## config.mk

```make
export PLATFORM = sky130hd
export DESIGN_NAME = rx_pma_status
export DESIGN_NICKNAME = d
export VERILOG_FILES = /design/src/rtl/rx_pma_status_pkg.sv /design/src/rtl/rx_pma_status.sv
export SDC_FILE = /design/constraint.sdc
export NUM_CORES = 1
export LEC_CHECK = 0
export ABC_AREA = 0
export BUFFER_PORTS_ARGS = -buffer_cell sky130_fd_sc_hd__buf_4
export CAP_MARGIN = 20
export CORE_UTILIZATION = 40
export DETAILED_ROUTE_END_ITERATION = 12
export REMOVE_ABC_BUFFERS = 1
export SLEW_MARGIN = 20
export SYNTH_ARGS = -nofsm -noshare
export SYNTH_HDL_FRONTEND = slang
export SYNTH_SLANG_ARGS = --single-unit
```

## constraint.sdc

```tcl
create_clock -name core_clk -period 2.87 [get_ports core_clk]
set_clock_uncertainty 0.2 [all_clocks]
set_input_delay 0.7175 -clock core_clk [delete_from_list [all_inputs] [get_ports core_clk]]
set_output_delay 0.7175 -clock core_clk [all_outputs]
set_load 0.005 [all_outputs]
```

## src/rtl/rx_pma_status_pkg.sv

```systemverilog
// rx_pma_status_pkg: constants, register map and types for rx_pma_status
// assumes a single 10 MHz core clock and a 32-bit APB register port
package rx_pma_status_pkg;

  // apb geometry
  localparam int ADDR_W = 8;
  localparam int DATA_W = 32;

  // register byte offsets
  localparam logic [ADDR_W-1:0] CTRL_OFF = 8'h00;
  localparam logic [ADDR_W-1:0] STATUS_OFF = 8'h04;
  localparam logic [ADDR_W-1:0] ERRCNT_OFF = 8'h08;
  localparam logic [ADDR_W-1:0] IRQ_STAT_OFF = 8'h0C;
  localparam logic [ADDR_W-1:0] IRQ_CLR_OFF = 8'h10;
  localparam logic [ADDR_W-1:0] IRQ_EN_OFF = 8'h14;

  // control register layout, bit 4 downward
  typedef struct packed {
    logic detectStart;
    logic prbsClear;
    logic levelEn;
    logic forceRef;
    logic forceData;
  } ctrl_s;
  localparam int CTRL_W = 5;
  localparam logic [CTRL_W-1:0] CTRL_RST = 5'h04;

  // event layout, shared by irq status, clear and enable
  typedef struct packed {
    logic lockLost;
    logic slip;
    logic prbsErr;
    logic prbsDone;
    logic rxFound;
  } evt_s;
  localparam int EVT_W = 5;
  localparam logic [EVT_W-1:0] IRQ_EN_RST = 5'h00;

  // status register width
  localparam int STATUS_W = 7;

  // error counter
  localparam int ERRCNT_W = 16;

  // pattern verifier
  localparam int PRBS_ORDER = 7;
  localparam int PRBS_PERIOD = 127;
  localparam int MATCH_W = 8;

  // error hold length in core clock cycles
  localparam logic [1:0] ERR_HOLD = 2'h3;

  // far-end receiver detect timing
  localparam int CLK_PERIOD_NS = 100;
  localparam int DETECT_TIME_NS = 10000;
  localparam int DETECT_CYC =
    (DETECT_TIME_NS + CLK_PERIOD_NS - 1) / CLK_PERIOD_NS;
  localparam int DET_CNT_W = 8;
  localparam logic [DET_CNT_W-1:0] DETECT_LOAD = DET_CNT_W'(DETECT_CYC - 1);

  // receiver detect sequencer
  typedef enum logic [2:0] {
    DET_IDLE = 3'b001,
    DET_CHARGE = 3'b010,
    DET_SAMPLE = 3'b100
  } detect_state_e;

endpackage

```

## src/rtl/rx_pma_status.sv

```systemverilog
// rx_pma_status: receive status, lock control, pattern verifier, level
// detect and far-end receiver detect, with an APB register port
// assumes all pin inputs are synchronous to core_clk and that the
// parallel word strobe is already retimed to core_clk, high one cycle per word
//
// Contract
// - receiver-found output rises once a far-end receiver is sensed
// - clock-slip output flags each dropped bit or paused serial clock
// - data-lock flag is high while recovery is locked to data
// - reference-lock flag is high while recovery is locked to reference
// - done only after alignment, capture and a full polynomial pass
// - no mismatch is reported before the done flag is high
// - each mismatch holds the error output high three cycles
// - at most one mismatch is reported per received word
// - clear resets pattern state and drops done so alignment restarts
// - level detect output follows the input level threshold comparator
//
// The register addresses and the APB interface to the registers are this design's own decisions.
`timescale 1ns/10ps

module rx_pma_status #(
  parameter int WORD_W = 10
) (
  // clock and reset
  input wire logic core_clk,
  input wire logic rst_b,
  // apb slave
  input wire logic psel,
  input wire logic penable,
  input wire logic pwrite,
  input wire logic [rx_pma_status_pkg::ADDR_W-1:0] paddr,
  input wire logic [rx_pma_status_pkg::DATA_W-1:0] pwdata,
  output logic [rx_pma_status_pkg::DATA_W-1:0] prdata,
  output logic pready,
  output logic pslverr,
  // recovery loop raw lock indications and overrides
  input wire logic cdrDataLock,
  input wire logic cdrRefLock,
  input wire logic forceDataLock,
  input wire logic forceRefLock,
  output logic dataLockFlag,
  output logic referenceLockFlag,
  // deserializer word alignment slip
  input wire logic slipDropBit,
  input wire logic slipPauseClk,
  output logic clkSlip,
  // pattern verifier
  input wire logic wordValid,
  input wire logic [WORD_W-1:0] rxWord,
  input wire logic prbsClear,
  output logic prbsDone,
  output logic prbsErr,
  // input level detect
  input wire logic levelAbove,
  output logic inputLevelDetect,
  // far-end receiver detect
  input wire logic detectRequest,
  input wire logic farEndSense,
  output logic rxFound,
  // interrupt
  output logic irq
);
  import rx_pma_status_pkg::*;

  localparam int PASS_WORDS = (PRBS_PERIOD + WORD_W - 1) / WORD_W;
  localparam logic [MATCH_W-1:0] PASS_LAST = MATCH_W'(PASS_WORDS - 1);

  // predicts the next word from the last seven received bits, msb first
  function automatic logic [WORD_W-1:0] prbsPredict(
    input logic [PRBS_ORDER-1:0] s
  );
    logic [PRBS_ORDER-1:0] t;
    logic b;
    t = s;
    prbsPredict = '0;
    for (int i = WORD_W - 1; i >= 0; i--) begin
      b = t[6] ^ t[5];
      prbsPredict[i] = b;
      t = {t[5:0], b};
    end
  endfunction

  // true for every mapped register offset
  function automatic logic isMapped(input logic [ADDR_W-1:0] a);
    isMapped = (a == CTRL_OFF) || (a == STATUS_OFF) || (a == ERRCNT_OFF) ||
      (a == IRQ_STAT_OFF) || (a == IRQ_CLR_OFF) || (a == IRQ_EN_OFF);
  endfunction

  logic rstMeta_r, rstSyncB;
  ctrl_s ctrl_r;
  logic [EVT_W-1:0] irqStat_r, irqEn_r;
  logic [DATA_W-1:0] prdata_r;
  logic pslverr_r, dataLock_r, refLock_r, clkSlip_r;
  logic [PRBS_ORDER-1:0] prbsState_r;
  logic captured_r, done_r, detReqPrev_r, rxFound_r;
  logic [MATCH_W-1:0] matchCnt_r;
  logic [1:0] errHold_r;
  logic [ERRCNT_W-1:0] errTotal_r;
  detect_state_e detState_r;
  logic [DET_CNT_W-1:0] detTimer_r;
  logic wrEn, rdSetup, clearAll, wordMatch, errEvent;
  logic detStart, forceData, forceRef;
  evt_s evt;
  logic [STATUS_W-1:0] statusVec;

  // reset release through two flops
  always_ff @(posedge core_clk or negedge rst_b) begin
    if (!rst_b) begin
      rstMeta_r <= 1'b0;
      rstSyncB <= 1'b0;
    end else begin
      rstMeta_r <= 1'b1;
      rstSyncB <= rstMeta_r;
    end
  end

  // apb strobes
  assign wrEn = psel && penable && pwrite;
  assign rdSetup = psel && !penable && !pwrite;
  assign pready = psel && penable;
  assign prdata = prdata_r;
  assign pslverr = pslverr_r;

  // control register, start and clear bits self-clear
  always_ff @(posedge core_clk or negedge rstSyncB) begin
    if (!rstSyncB) begin
      ctrl_r <= CTRL_RST;
    end else if (wrEn && paddr == CTRL_OFF) begin
      ctrl_r <= pwdata[CTRL_W-1:0];
    end else begin
      ctrl_r.detectStart <= 1'b0;
      ctrl_r.prbsClear <= 1'b0;
    end
  end

  // interrupt enable
  always_ff @(posedge core_clk or negedge rstSyncB) begin
    if (!rstSyncB) begin
      irqEn_r <= IRQ_EN_RST;
    end else if (wrEn && paddr == IRQ_EN_OFF) begin
      irqEn_r <= pwdata[EVT_W-1:0];
    end
  end

  // sticky events, a new event wins over a clear in the same cycle
  always_ff @(posedge core_clk or negedge rstSyncB) begin
    if (!rstSyncB) begin
      irqStat_r <= '0;
    end else if (wrEn && paddr == IRQ_CLR_OFF) begin
      irqStat_r <= (irqStat_r & ~pwdata[EVT_W-1:0]) | evt;
    end else begin
      irqStat_r <= irqStat_r | evt;
    end
  end

  assign irq = |(irqStat_r & irqEn_r);

  assign statusVec = {detState_r != DET_IDLE, inputLevelDetect, rxFound_r,
    prbsErr, done_r, refLock_r, dataLock_r};

  // read data and error captured in the setup cycle
  always_ff @(posedge core_clk or negedge rstSyncB) begin
    if (!rstSyncB) begin
      prdata_r <= '0;
      pslverr_r <= 1'b0;
    end else if (psel && !penable) begin
      pslverr_r <= !isMapped(paddr);
      prdata_r <= '0;
      if (rdSetup) begin
        case (paddr)
          CTRL_OFF: prdata_r <= {{(DATA_W-CTRL_W){1'b0}}, ctrl_r};
          STATUS_OFF: prdata_r <= {{(DATA_W-STATUS_W){1'b0}}, statusVec};
          ERRCNT_OFF: prdata_r <= {{(DATA_W-ERRCNT_W){1'b0}}, errTotal_r};
          IRQ_STAT_OFF: prdata_r <= {{(DATA_W-EVT_W){1'b0}}, irqStat_r};
          IRQ_EN_OFF: prdata_r <= {{(DATA_W-EVT_W){1'b0}}, irqEn_r};
          default: prdata_r <= '0;
        endcase
      end
    end
  end

  // lock flags with manual overrides
  assign forceData = forceDataLock || ctrl_r.forceData;
  assign forceRef = forceRefLock || ctrl_r.forceRef;

  always_ff @(posedge core_clk or negedge rstSyncB) begin
    if (!rstSyncB) begin
      dataLock_r <= 1'b0;
      refLock_r <= 1'b0;
    end else begin
      dataLock_r <= forceData || (!forceRef && cdrDataLock);
      refLock_r <= forceRef || (!forceData && cdrRefLock);
    end
  end

  assign dataLockFlag = dataLock_r;
  assign referenceLockFlag = refLock_r;

  // word alignment slip indication
  always_ff @(posedge core_clk or negedge rstSyncB) begin
    if (!rstSyncB) begin
      clkSlip_r <= 1'b0;
    end else begin
      clkSlip_r <= slipDropBit || slipPauseClk;
    end
  end

  assign clkSlip = clkSlip_r;

  // pattern verifier
  assign clearAll = prbsClear || ctrl_r.prbsClear;
  assign wordMatch = prbsPredict(prbsState_r) == rxWord;
  assign errEvent = wordValid && captured_r && done_r && !wordMatch &&
    !clearAll;

  always_ff @(posedge core_clk or negedge rstSyncB) begin
    if (!rstSyncB) begin
      prbsState_r <= '0;
      captured_r <= 1'b0;
      matchCnt_r <= '0;
      done_r <= 1'b0;
    end else if (clearAll) begin
      prbsState_r <= '0;
      captured_r <= 1'b0;
      matchCnt_r <= '0;
      done_r <= 1'b0;
    end else if (wordValid) begin
      prbsState_r <= rxWord[PRBS_ORDER-1:0];
      captured_r <= 1'b1;
      if (captured_r && !done_r) begin
        if (!wordMatch) begin
          matchCnt_r <= '0;
        end else if (matchCnt_r == PASS_LAST) begin
          done_r <= 1'b1;
        end else begin
          matchCnt_r <= matchCnt_r + 1'b1;
        end
      end
    end
  end

  always_ff @(posedge core_clk or negedge rstSyncB) begin
    if (!rstSyncB) begin
      errHold_r <= '0;
    end else if (clearAll) begin
      errHold_r <= '0;
    end else if (errEvent) begin
      errHold_r <= ERR_HOLD;
    end else if (errHold_r != 2'h0) begin
      errHold_r <= errHold_r - 1'b1;
    end
  end

  always_ff @(posedge core_clk or negedge rstSyncB) begin
    if (!rstSyncB) begin
      errTotal_r <= '0;
    end else if (clearAll) begin
      errTotal_r <= '0;
    end else if (errEvent && errTotal_r != '1) begin
      errTotal_r <= errTotal_r + 1'b1;
    end
  end

  assign prbsDone = done_r;
  assign prbsErr = errHold_r != 2'h0;

  // level detect passes through unregistered, gated by ctrl_r.levelEn
  assign inputLevelDetect = levelAbove && ctrl_r.levelEn;

  // far-end receiver detect sequencer
  assign detStart = (detectRequest && !detReqPrev_r) || ctrl_r.detectStart;

  always_ff @(posedge core_clk or negedge rstSyncB) begin
    if (!rstSyncB) begin
      detReqPrev_r <= 1'b0;
    end else begin
      detReqPrev_r <= detectRequest;
    end
  end

  always_ff @(posedge core_clk or negedge rstSyncB) begin
    if (!rstSyncB) begin
      detState_r <= DET_IDLE;
      detTimer_r <= '0;
      rxFound_r <= 1'b0;
    end else begin
      case (detState_r)
        DET_IDLE: begin
          if (detStart) begin
            detState_r <= DET_CHARGE;
            detTimer_r <= DETECT_LOAD;
            rxFound_r <= 1'b0;
          end
        end
        DET_CHARGE: begin
          if (detTimer_r == '0) begin
            detState_r <= DET_SAMPLE;
          end else begin
            detTimer_r <= detTimer_r - 1'b1;
          end
        end
        DET_SAMPLE: begin
          rxFound_r <= farEndSense;
          detState_r <= DET_IDLE;
        end
        default: detState_r <= DET_IDLE;
      endcase
    end
  end

  assign rxFound = rxFound_r;

  // interrupt events
  assign evt.lockLost = dataLock_r && !(forceData || (!forceRef &&
    cdrDataLock));
  assign evt.slip = slipDropBit || slipPauseClk;
  assign evt.prbsErr = errEvent;
  assign evt.prbsDone = !done_r && !clearAll && wordValid && captured_r &&
    wordMatch && matchCnt_r == PASS_LAST;
  assign evt.rxFound = detState_r == DET_SAMPLE && farEndSense;
endmodule

```

# After elaboration in Yosys (flattened, before gate mapping)
# Cells that the tools add are included.
[totals] reg_bits=101 input_bits=66 output_inout_bits=42 wordCells=153
[op_classes] addsub=4 eq_ne=16 muxes=31 bitwise=15 reduce_logical=63
[op_table] operator="16-bit one-hot mux with 5 select lines" n=1
[op_table] operator="8-bit two-way mux" n=7
[op_table] operator="16-bit two-way mux" n=3
[op_table] operator="8-bit by 4-bit == test with 1-bit output, second input constant" n=3
[op_table] operator="1-bit logical AND" n=24
[op_table] operator="16-bit by 1-bit adder with 16-bit output, second input constant" n=1
[op_table] operator="8-bit by 5-bit == test with 1-bit output, second input constant" n=2
[op_table] operator="8-bit zero test" n=2
[op_table] operator="16-bit inequality test, second input constant" n=1
[op_table] operator="8-bit one-hot mux with 2 select lines" n=1
[op_table] operator="2-bit nonzero test" n=8
[op_table] operator="7-bit two-way mux" n=2
[op_table] operator="1-bit logical OR" n=12
[op_table] operator="5-bit bitwise AND" n=2
[op_table] operator="10-bit == test" n=1
[op_table] operator="1-bit zero test" n=10
[op_table] operator="5-bit OR" n=2
[op_table] operator="1-bit XOR" n=10
[op_table] operator="8-bit by 1-bit adder with 8-bit output, second input constant" n=1
[op_table] operator="8-bit by 3-bit == test with 1-bit output, second input constant" n=1
[op_table] operator="1-bit two-way mux" n=8
[op_table] operator="2-bit two-way mux" n=4
[op_table] operator="8-bit by 1-bit subtractor with 8-bit output, second input constant" n=1
[op_table] operator="3-bit two-way mux" n=2
[op_table] operator="other kinds (16)" n=20

# Longest topological paths before layout
# Gate-level depths: netlist of run 1.
[logic_depth] depth_word=9 mapped_depth=8 depth_no_buf=8

# Worst setup path after synthesis of run 1
# OpenSTA, ideal clock, no wires.
[synth_timing] path_type="input to register" startpoint="input paddr[0] (netlist name)" endpoint="register prdata_r[6], in the netlist prdata[6]" setup_ns=0.083 arrival_ns=2.260 required_ns=2.587 setup_slack_ns=0.328 stages=5 path_buffers=1 path_cell_list="or4_1 > or2_1 > buf_2 > or4_1 > o21ai_0"
[synth_via] elab_chain_cells=3 word_cells_on_any_way=7 classes_between="eq/ne (4); mux (2); reduce/logical (1)"
[synth_lines] item="from (decl)" line_no="rx_pma_status.sv:31" text="input wire logic [rx_pma_status_pkg::ADDR_W-1:0] paddr,"
[synth_lines] item="8-bit by 5-bit == test with 1-bit output (tied with other cells)" line_no="rx_pma_status.sv:170" text="case (paddr)"
[synth_lines] item="16-bit one-hot mux with 5 select lines (*)" line_no="rx_pma_status.sv:170"
[synth_lines] item="16-bit two-way mux (*)" line_no="rx_pma_status.sv:169" text="if (rdSetup) begin"
[synth_lines] item="to (signal assigned)" line_no="rx_pma_status.sv:171" text="CTRL_OFF: prdata_r <= {{(DATA_W-CTRL_W){1'b0}}, ctrl_r};"
[synth_lines] item="to (signal assigned)" line_no="rx_pma_status.sv:172" text="STATUS_OFF: prdata_r <= {{(DATA_W-STATUS_W){1'b0}}, statusVec};"
[synth_lines] item="to (signal assigned)" line_no="rx_pma_status.sv:173" text="ERRCNT_OFF: prdata_r <= {{(DATA_W-ERRCNT_W){1'b0}}, errTotal_r};"
[synth_lines] item="to (decl)" line_no="rx_pma_status.sv:92" text="logic [DATA_W-1:0] prdata_r;"
# Mark *: on every way between the ends. The rest lies on a longest branch, timed or not.
# A chain may end at the register's enable or synchronous reset.

# Worst setup path in the final report of run 1
[layout_timing] startpoint="register prbsState_r[6]" endpoint="register errTotal_r[15]"
[layout_via] elab_chain_cells=8 word_cells_on_any_way=9 classes_between="eq/ne (1); bitwise (3); reduce/logical (5)"
[layout_lines] item="from (decl)" line_no="rx_pma_status.sv:94" text="logic [PRBS_ORDER-1:0] prbsState_r;"
[layout_lines] item="from (signal assigned)" line_no="rx_pma_status.sv:228" text="prbsState_r <= rxWord[PRBS_ORDER-1:0];"
[layout_lines] item="1-bit XOR (*)" line_no="rx_pma_status.sv:77" text="b = t[6] ^ t[5];"
[layout_lines] item="1-bit XOR" line_no="rx_pma_status.sv:77"
[layout_lines] item="10-bit == test (*)" line_no="rx_pma_status.sv:212" text="assign wordMatch = prbsPredict(prbsState_r) == rxWord;"
[layout_lines] item="1-bit zero test (*)"
[layout_lines] item="1-bit logical AND (*) (2 in a row)" line_no="rx_pma_status.sv:213" text="assign errEvent = wordValid && captured_r && done_r && !wordMatch &&"
[layout_lines] item="1-bit logical AND (*)" line_no="rx_pma_status.sv:259" text="end else if (errEvent && errTotal_r != '1) begin"
[layout_lines] item="2-bit nonzero test (no source line) (*)"
[layout_lines] item="to (signal assigned)" line_no="rx_pma_status.sv:260" text="errTotal_r <= errTotal_r + 1'b1;"
[layout_lines] item="to (decl)" line_no="rx_pma_status.sv:98" text="logic [ERRCNT_W-1:0] errTotal_r;"
# Marked as above.

==> results of run 1 <==
-- worst max-delay path: stages (launching register included) --
cell     delay [ps]
dfrtp_1         440
xor3_1          460
and3_1          190
o22ai_2         210
nor3_4           60
buf_12          170
or4_1           530
a21oi_1         190
-- final timing paths --
| kind | to | slack (ps) | cells past startpoint | start |
|---|---|---|---|---|
| min in group asynchronous | referenceLockFlag$_DFF_PN0_ | 180 | 0 | rstSyncB$_DFF_PN0_ |
| worst min-delay path | rstSyncB$_DFF_PN0_ | 160 | 0 | rstMeta_r$_DFF_PN0_ |
| worst max register to register | errTotal_r[15]$_DFFE_PN0P_ | 320 | 7 | prbsState_r[6]$_DFFE_PN0P_ |
| max in group asynchronous | detState_r[0]$_DFFE_PN1P_ | 1620 | 1 | rstSyncB$_DFF_PN0_ |
| worst min register to register | rstSyncB$_DFF_PN0_ | 160 | 0 | rstMeta_r$_DFF_PN0_ |
| worst max-delay path | errTotal_r[15]$_DFFE_PN0P_ | 320 | 7 | prbsState_r[6]$_DFFE_PN0P_ |
-- report_power, final --
part	total, mW	internal (mW)	switching, mW
combinational	0.339	0.157	0.183
sequential	1.30	1.25	0.0534
clock	1.20	0.741	0.461
-- cell usage after synthesis, types with 5 or more instances --
| cell | number |
|---|---|
| a21oi_1 | 22 |
| a22o_1 | 20 |
| a22oi_1 | 7 |
| a31oi_1 | 5 |
| and3_1 | 11 |
| buf_4 | 17 |
| clkbuf_1 | 8 |
| dfrtp_1 | 83 |
| ha_1 | 6 |
| inv_1 | 11 |
| mux2_2 | 13 |
| mux2i_1 | 7 |
| nand2_1 | 41 |
| nand3_1 | 14 |
| nand4_1 | 8 |
| nor2_1 | 41 |
| nor3_1 | 8 |
| o21ai_0 | 24 |
| o31ai_1 | 6 |
| or3_1 | 14 |
| or4_1 | 5 |
| xor2_1 | 16 |
-- layout by cell type, fill, tap and decap left out, types with 6 or more instances in the layout --
cell type   n
buf_4      74
nand3_1    14
o31ai_1     6
nor2_1     41
or3_1      14
inv_1      11
xor2_1     16
a22oi_1     7
nand2_1    41
and3_1     11
dfrtp_1    82
nand4_1     8
clkbuf_16   9
a21oi_1    22
mux2i_1     7
mux2_2     13
ha_1        6
nor3_1      8
o21ai_0    24
conb_1     17
a22o_1     20
-- repair_timing --
action	4_1_cts	5_1_grt
resized for setup	0	0
endpoints found under the hold margin	2	0
buffers inserted	0	0
hold buffers	1	0
-- layer usage --
metal	vias to the layer above	routed length, um	GRT usage (%)
li1	1776	-	-
met4	0	164	6.27
met5	-	0	0
met1	1764	4790	25.2
met2	65	4910	30.6
met3	14	388	4.06
-- final cells by class --
cell class                      instances  area share, %
Sequential cell                        85           38.8
Clock buffer                           12           4.84
Clock inverter                          4          0.818
Tap cell                              140           3.18
Timing Repair Buffer                   77           11.0
Inverter                               11          0.750
Multi-Input combinational cell        346           40.6
-- metrics by stage --
stage	cell area, um^2	utilization [%]	hold slack, ps	std cells
final	5500	50.1	155	675
after global routing	5500	50.1	164	675
after CTS	5500	50.1	159	675
after detailed placement	5180	47.2	139	658
after global placement	5180	47.2	141	658
after floorplan	4410	-	131	442
-- sequential cells by signal, summed over array words and instances (netlist names) --
signal / cells
rstSyncB: 1
prbsDone: 1
pslverr: 1
detTimer_r: 8
prbsState_r: 7
matchCnt_r: 8
prdata: 16
irqEn_r: 5
captured_r: 1
detState_r: 3
referenceLockFlag: 1
rxFound: 1
irqStat_r: 5
ctrl_r: 5
errHold_r: 2
dataLockFlag: 1
clkSlip: 1
rstMeta_r: 1
detReqPrev_r: 1
errTotal_r: 16
-- kinds of logic after synthesis --
group                    count (synthesis)  share of synthesized area, %
AO/OA/AOI/OAI                          105                          16.0
flip-flops                              85                          46.8
AND/OR/NAND/NOR                        177                          20.9
XOR/XNOR                                21                          4.37
multiplexers                            20                          4.75
buffers and inverters                   43                          5.36
other                                    2                         0.165
adder cells (fa/ha/maj)                  6                          1.65
==> impl_metrics.json, run 1 <==
{
  "synth_cell_types": 61,
  "wl_per_cell_um": 15.2,
  "core_area_mm2": 0.0110,
  "fin_tns_setup_ps": 0,
  "leakage_nw": 2.53,
  "synth_warnings": 0,
  "diodes": 0,
  "clkSinkCount": 85,
  "wl_mm": 10.3,
  "crit_type": "reg -> reg",
  "die_area_mm2": 0.0118,
  "holdCritPathClass": "reg -> reg",
  "finalCritPeriodShare_pct": 88.8,
  "endpoint_kind": "register",
  "synth_top_area_cell": "dfrtp_1",
  "clk_latency_ps": 330,
  "num_rows": 38,
  "regArea_mm2": 0.00213,
  "synthTopCellsByArea": "dfrtp_1, a22o_1, nand2_1",
  "clk_pin_slew_ps": 60,
  "h-tree-depth": 3,
  "vdd_ir_drop_max_uv": 371,
  "finalWorstSetupSlack_ps": 322,
  "synthToLayoutAreaGrowth_pct": 20.9,
  "chipHeight_um": 109,
  "worstPathRequired_ps": 2920,
  "cp.arrival_ps": 2600,
  "track_usage_pct": 18.9,
  "ios": 108,
  "num-fill-cells": 1033,
  "port_buffers": 64,
  "gp_congestion": 0.777,
  "grt_max_degree": 53,
  "postSynthAreaPerCell_um2": 9.92,
  "finalCriticalPeriod_ps": 2550,
  "post-place-ws_ps": 104,
  "drv_slew": 0,
  "worstMarginPinSlew_ps": 705,
  "synth_area_mm2": 0.00455,
  "dr.pass1.iters": 4,
  "ys_seq_elements": 85,
  "ant_nets": 0,
  "grt_first_pass_wirelength_mm": 17.5,
  "startpoint_type": "register",
  "drc_errors": 0,
  "drt_iter0_drc": 186,
  "synth_top_area_share_pct": 45.6,
  "synth-seq-area-share_pct": 46.8,
  "clock_path_buffers": 2,
  "setup_viol": 0,
  "max_cap_violations": 0,
  "max_freq_ghz": 0.392,
  "rsz0062_at_grt": "no",
  "cp_max_fo": 43,
  "final_nets": 602,
  "synth-main-ff-cell": "dfrtp_1",
  "cts_tree": "done",
  "syn_inst": 459,
  "slew_headroom_pct": 53.0,
  "cts_root_buf": "clkbuf_16",
  "status": "complete, no violations",
  "multi_input_area_mm2": 0.00224,
  "dieWidth_um": 109,
  "dpl.hpwl_mm": 7.44,
  "antenna_found_initial": 0,
  "cts_buffers": 9,
  "grt_pass1_vias": 3557,
  "hold_violations": 0,
  "start_util_pct": 41.5,
  "p_total_mw": 2.84,
  "drive_gt1_share_pct": 23.4,
  "ys_async_sr_fraction_pct": 100,
  "p_per_area_mw_per_mm2": 517,
  "gr-total-overflow": 0,
  "synth_edf_count": 0,
  "vias": 3619,
  "via_per_inst": 5.36
}
Power figures use the tool's default switching activity.
==> run 2, diff against run 1 <==
--- a/config.mk
+++ b/config.mk
@@ -8,8 +8,9 @@
 export ABC_AREA = 0
 export BUFFER_PORTS_ARGS = -buffer_cell sky130_fd_sc_hd__buf_4
 export CAP_MARGIN = 20
-export CORE_UTILIZATION = 40
+export CORE_UTILIZATION = 49
 export DETAILED_ROUTE_END_ITERATION = 12
+export PLACE_DENSITY = 0.77
 export REMOVE_ABC_BUFFERS = 1
 export SLEW_MARGIN = 20
 export SYNTH_ARGS = -nofsm -noshare
==> impl_metrics.json, run 2 (synthesized netlist as in run 1, its figures left out) <==
{
  "status": "complete, no violations",
  "clkSinkCount": 85,
  "cts_tree": "done",
  "cp_cell_sequence": "nor3b_1, o21ai_0, a21oi_2, nand4b_1, xor2_1, nand2_1",
  "dieWidth_um": 98.4,
  "num_rows": 34,
  "design_area_mm2": 0.00538,
  "antenna_found_initial": 0,
  "cp.depth": 6,
  "port_buffers": 64,
  "gp_congestion": 0.797,
  "leakage_nw": 2.48,
  "hold_violations": 0,
  "final_nets": 601,
  "dr.pass1.iters": 9,
  "wl_per_cell_um": 15.7,
  "post_cts_buffers": 0,
  "ios": 108,
  "whs_ps": 104,
  "core_area_mm2": 0.00885,
  "finalCriticalPeriod_ps": 2460,
  "worst-path-buf-inv": 0,
  "crit_slowest_cell": "dfstp_2",
  "h-tree-depth": 3,
  "vias": 3680,
  "rsz0062_at_grt": "no",
  "setup_viol": 0,
  "slew_headroom_pct": 60.7,
  "finalCritPeriodShare_pct": 85.7,
  "drt_iter0_drc": 178,
  "slowest_delay_ps": 550,
  "utilization_pct": 60.8,
  "drv_slew": 0,
  "drive_gt1_share_pct": 23.4,
  "wl_mm": 10.1,
  "ant_nets": 0,
  "holdCritPathClass": "reg -> async",
  "r2r_end": "detTimer_r[6]$_DFFE_PN0P_",
  "worstPathRequired_ps": 2890,
  "cp_max_fo": 9,
  "layout_common_cells": "dfrtp_1, buf_4, nor2_1, nand2_1, o21ai_0",
  "grt_pass1_vias": 3499,
  "reg2reg_depth": 6,
  "worstMarginPinSlew_ps": 584,
  "cts_buffers": 9,
  "via_per_inst": 5.73,
  "r2r_slack_ps": 410,
  "diodes": 0,
  "die_area_mm2": 0.00968,
  "startpoint_type": "register",
  "gr-total-overflow": 0,
  "track_usage_pct": 22.0,
  "dpl.hpwl_mm": 7.22,
  "grt_first_pass_wirelength_mm": 17.0,
  "drc_errors": 0,
  "start_util_pct": 51.5,
  "cp.arrival_ps": 2480,
  "cts_root_buf": "clkbuf_8",
  "clk_latency_ps": 350,
  "p_per_area_mw_per_mm2": 486,
  "chipHeight_um": 98.4,
  "p_total_mw": 2.62,
  "path_delay_family": "compound AO/OA/AOI/OAI gates",
  "max_cap_violations": 0,
  "crit_type": "reg -> reg",
  "vdd_ir_drop_max_uv": 315,
  "regToRegStartpoint": "detState_r[0]$_DFFE_PN1P_",
  "max_freq_ghz": 0.406,
  "clock_path_buffers": 2,
  "layout_commonest_cell": "dfrtp_1",
  "clk_pin_slew_ps": 90,
  "fin_tns_setup_ps": 0,
  "synthToLayoutAreaGrowth_pct": 18.2,
  "placed_area_mm2": 0.00511,
  "endpoint_kind": "register",
  "grt_max_degree": 84
}
[run 2: cell types whose count changed in the layout (fill, tap and decap cells not counted)]
cell and change:
clkbuf_16 -9, clkbuf_8 +8, clkinv_2 -3, clkinvlp_4 +3, a21oi_1 -1, a21oi_2 +1
buf_4 -1, bufinv_16 +1
[run 2: where the power goes]
group | total (mW) | switching [mW] | internal, mW
Clock | 0.970 | 0.432 | 0.538
Combinational | 0.349 | 0.192 | 0.157
Sequential | 1.30 | 0.0511 | 1.25
[run 2: stage by stage]
step / setup slack [ps] / instances
2_1_floorplan: 29.1 / 442
3_3_place_gp: 120 / 624
3_5_place_dp: 129 / 624
4_1_cts: 268 / 641
5_1_grt: 194 / 642
6_report: 409 / 642
[run 2: repair_timing]
item,4_1_cts,5_1_grt
hold buffers,1,0
endpoints found under the setup margin,0,1
endpoints found under the hold margin,2,0
gates resized for setup,0,1
[run 2: worst reg2reg max path, stage by stage, from the launching register on]
cell and delay (ps):
dfstp_2 550, nor3b_1 370, o21ai_0 340, a21oi_2 440, nand4b_1 180, xor2_1 180, nand2_1 70
[run 2: how the worst max path moves through the flow]
stage | startpoint | slack [ps] | to
after global routing | detState_r[2]$_DFFE_PN0P_ | 190 | detTimer_r[6]$_DFFE_PN0P_
after floorplan | prbsClear | 30 | errTotal_r[5]$_DFFE_PN0P_
after detailed placement | paddr[0] | 130 | prdata[5]$_DFFE_PN0P_
final | detState_r[0]$_DFFE_PN1P_ | 410 | detTimer_r[6]$_DFFE_PN0P_
after global placement | paddr[0] | 120 | irqStat_r[1]$_DFF_PN0_
after CTS | detState_r[0]$_DFFE_PN1P_ | 270 | detTimer_r[6]$_DFFE_PN0P_
[run 2: layout make-up]
cell class	count	area (um^2)
fillers	740	3470
multi-input cells	346	2240
flip-flops and latches	85	2130
repair buffers	76	598
clock buffers	11	151
well taps	108	135
clock inverters	5	82.6
inverters	11	41.3
[run 2: layer usage]
layer,share of wire [%],GRT usage (%),vias to the layer above,wire length [um]
met4,0.92,6.66,0,93
met1,44,30.0,1779,4480
met2,49,36.0,126,4980
li1,-,-,1769,-
met5,0,0,-,0
met3,5.4,3.83,6,546
==> run 3, diff against run 2 <==
==> constraint.sdc (replaced) <==
create_clock -name core_clk -period 2.87 [get_ports core_clk]
set_clock_uncertainty 0.2 [all_clocks]
set_input_delay 0.287 -clock core_clk [delete_from_list [all_inputs] [get_ports core_clk]]
set_output_delay 0.287 -clock core_clk [all_outputs]
set_load 0.005 [all_outputs]
==> impl_metrics.json, run 3 (synthesized netlist as in run 1, its figures left out) <==
{
  "drive_gt1_share_pct": 21.9,
  "final_nets": 614,
  "vdd_ir_drop_max_uv": 283,
  "chipHeight_um": 98.4,
  "worstMarginPinSlew_ps": 772,
  "gr-total-overflow": 0,
  "setup_viol": 0,
  "die_area_mm2": 0.00968,
  "rsz0062_at_grt": "no",
  "dr.pass1.iters": 12,
  "ant_nets": 0,
  "h-tree-depth": 3,
  "core_area_mm2": 0.00885,
  "start_util_pct": 51.5,
  "antenna_found_initial": 0,
  "cp_max_fo": 43,
  "violations": "DRC",
  "clk_pin_slew_ps": 80,
  "track_usage_pct": 22.4,
  "ios": 108,
  "worstPathRequired_ps": 2950,
  "holdCritPathClass": "in -> reg",
  "startpoint_type": "register",
  "finalWorstSetupSlack_ps": 367,
  "grt_first_pass_wirelength_mm": 17.4,
  "layout_commonest_cell": "dfrtp_1",
  "cts_tree": "done",
  "clk_latency_ps": 350,
  "finalCriticalPeriod_ps": 2500,
  "r2r_slack_ps": 370,
  "post-place-ws_ps": 332,
  "p_per_area_mw_per_mm2": 447,
  "slew_headroom_pct": 48.3,
  "crit_type": "reg -> reg",
  "post_cts_buffers": 0,
  "finalCritPeriodShare_pct": 87.2,
  "drt_iter0_drc": 205,
  "hold_violations": 0,
  "cts_buffers": 9,
  "max_freq_ghz": 0.399,
  "leakage_nw": 2.51,
  "synthToLayoutAreaGrowth_pct": 20.2,
  "drv_slew": 0,
  "fin_tns_setup_ps": 0,
  "grt_max_degree": 84,
  "grt_pass1_vias": 3720,
  "num_rows": 34,
  "num-fill-cells": 727,
  "cp.arrival_ps": 2580,
  "cts_root_buf": "clkbuf_8",
  "diodes": 0,
  "wl_mm": 10.2,
  "endpoint_kind": "register",
  "max_cap_violations": 0,
  "via_per_inst": 5.77,
  "vias": 3782,
  "port_buffers": 64,
  "clkSinkCount": 85,
  "dieWidth_um": 98.4,
  "clock_path_buffers": 2,
  "gp_congestion": 0.840,
  "drc_errors": 3,
  "dpl.hpwl_mm": 7.14,
  "wl_per_cell_um": 15.5,
  "status": "complete, but fails checks",
  "layout_common_cells": "dfrtp_1, buf_4, nor2_1, nand2_1, o21ai_0"
}
[run 3: changes by cell type in the layout (fill, tap and decap cells not counted), moves of 2 or more]
cell | before | now
dlygate4sd3_1 | 1 | 17
clkbuf_1 | 0 | 2
bufinv_16 | 2 | 0
buf_4 | 73 | 70
[run 3: metrics by stage]
stage / instance area, um^2 / instances / power [mW] / utilization, % / hold WS, ps
6_report: 5470 / 655 / 2.45 / 61.8 / 17.2
5_1_grt: 5470 / 655 / 2.57 / 61.8 / 23.6
4_1_cts: 5440 / 654 / 2.46 / 61.5 / 0.627
3_5_place_dp: 5090 / 621 / 1.66 / 57.6 / -128
3_3_place_gp: 5090 / 621 / 1.64 / 57.6 / -131
2_1_floorplan: 4410 / 442 / 1.52 / - / -209
[run 3: worst paths after layout]
kind,startpoint,end,depth (start not counted)
setup reg to reg,prbsState_r[6]$_DFFE_PN0P_,errTotal_r[15]$_DFFE_PN0P_,7
hold reg to reg,rstSyncB$_DFF_PN0_,irqEn_r[0]$_DFFE_PN0P_,0
hold / removal,rxWord[6],prbsState_r[6]$_DFFE_PN0P_,3
setup / recovery,prbsState_r[6]$_DFFE_PN0P_,errTotal_r[15]$_DFFE_PN0P_,7
max in group asynchronous,rstSyncB$_DFF_PN0_,errTotal_r[9]$_DFFE_PN0P_,1
min in group asynchronous,rstSyncB$_DFF_PN0_,irqEn_r[0]$_DFFE_PN0P_,0
[run 3: timing repair]
action                                  CTS  global route
hold buffers                             17             0
gates resized for setup                   0             1
endpoints found under the setup margin    0             1
endpoints found under the hold margin    22             0
[run 3: routing by layer]
| layer | vias up | wire (um) | global-route usage [%] |
|---|---|---|---|
| met5 | - | 0 | 0 |
| met4 | 0 | 159 | 7.00 |
| met3 | 14 | 574 | 4.96 |
| met2 | 110 | 4930 | 36.9 |
| met1 | 1862 | 4510 | 29.7 |
| li1 | 1796 | - | - |
[run 3: worst max-delay path, stage by stage (launching register included)]
cell and delay [ps]:
dfrtp_1 480, xor3_1 460, and3_1 190, o22ai_2 210
nor3_4 60, buf_12 170, or4_1 510, a21oi_1 150
[run 3: final cells by class]
type                       count  area (um^2)  area share [%]
inverter                      11         41.3           0.754
multi-input combinational    346         2240            40.9
clock inverter                 3         20.0           0.366
tap                          108          135            2.47
clock buffer                  13          159            2.90
sequential                    85         2130            39.0
timing repair buffer          89          743            13.6
[run 3: where the power goes]
group | switching [mW] | internal [mW] | total, mW
combinational | 0.196 | 0.172 | 0.367
sequential | 0.0481 | 1.25 | 1.30
clock | 0.421 | 0.362 | 0.783
total | 0.665 | 1.78 | 2.45
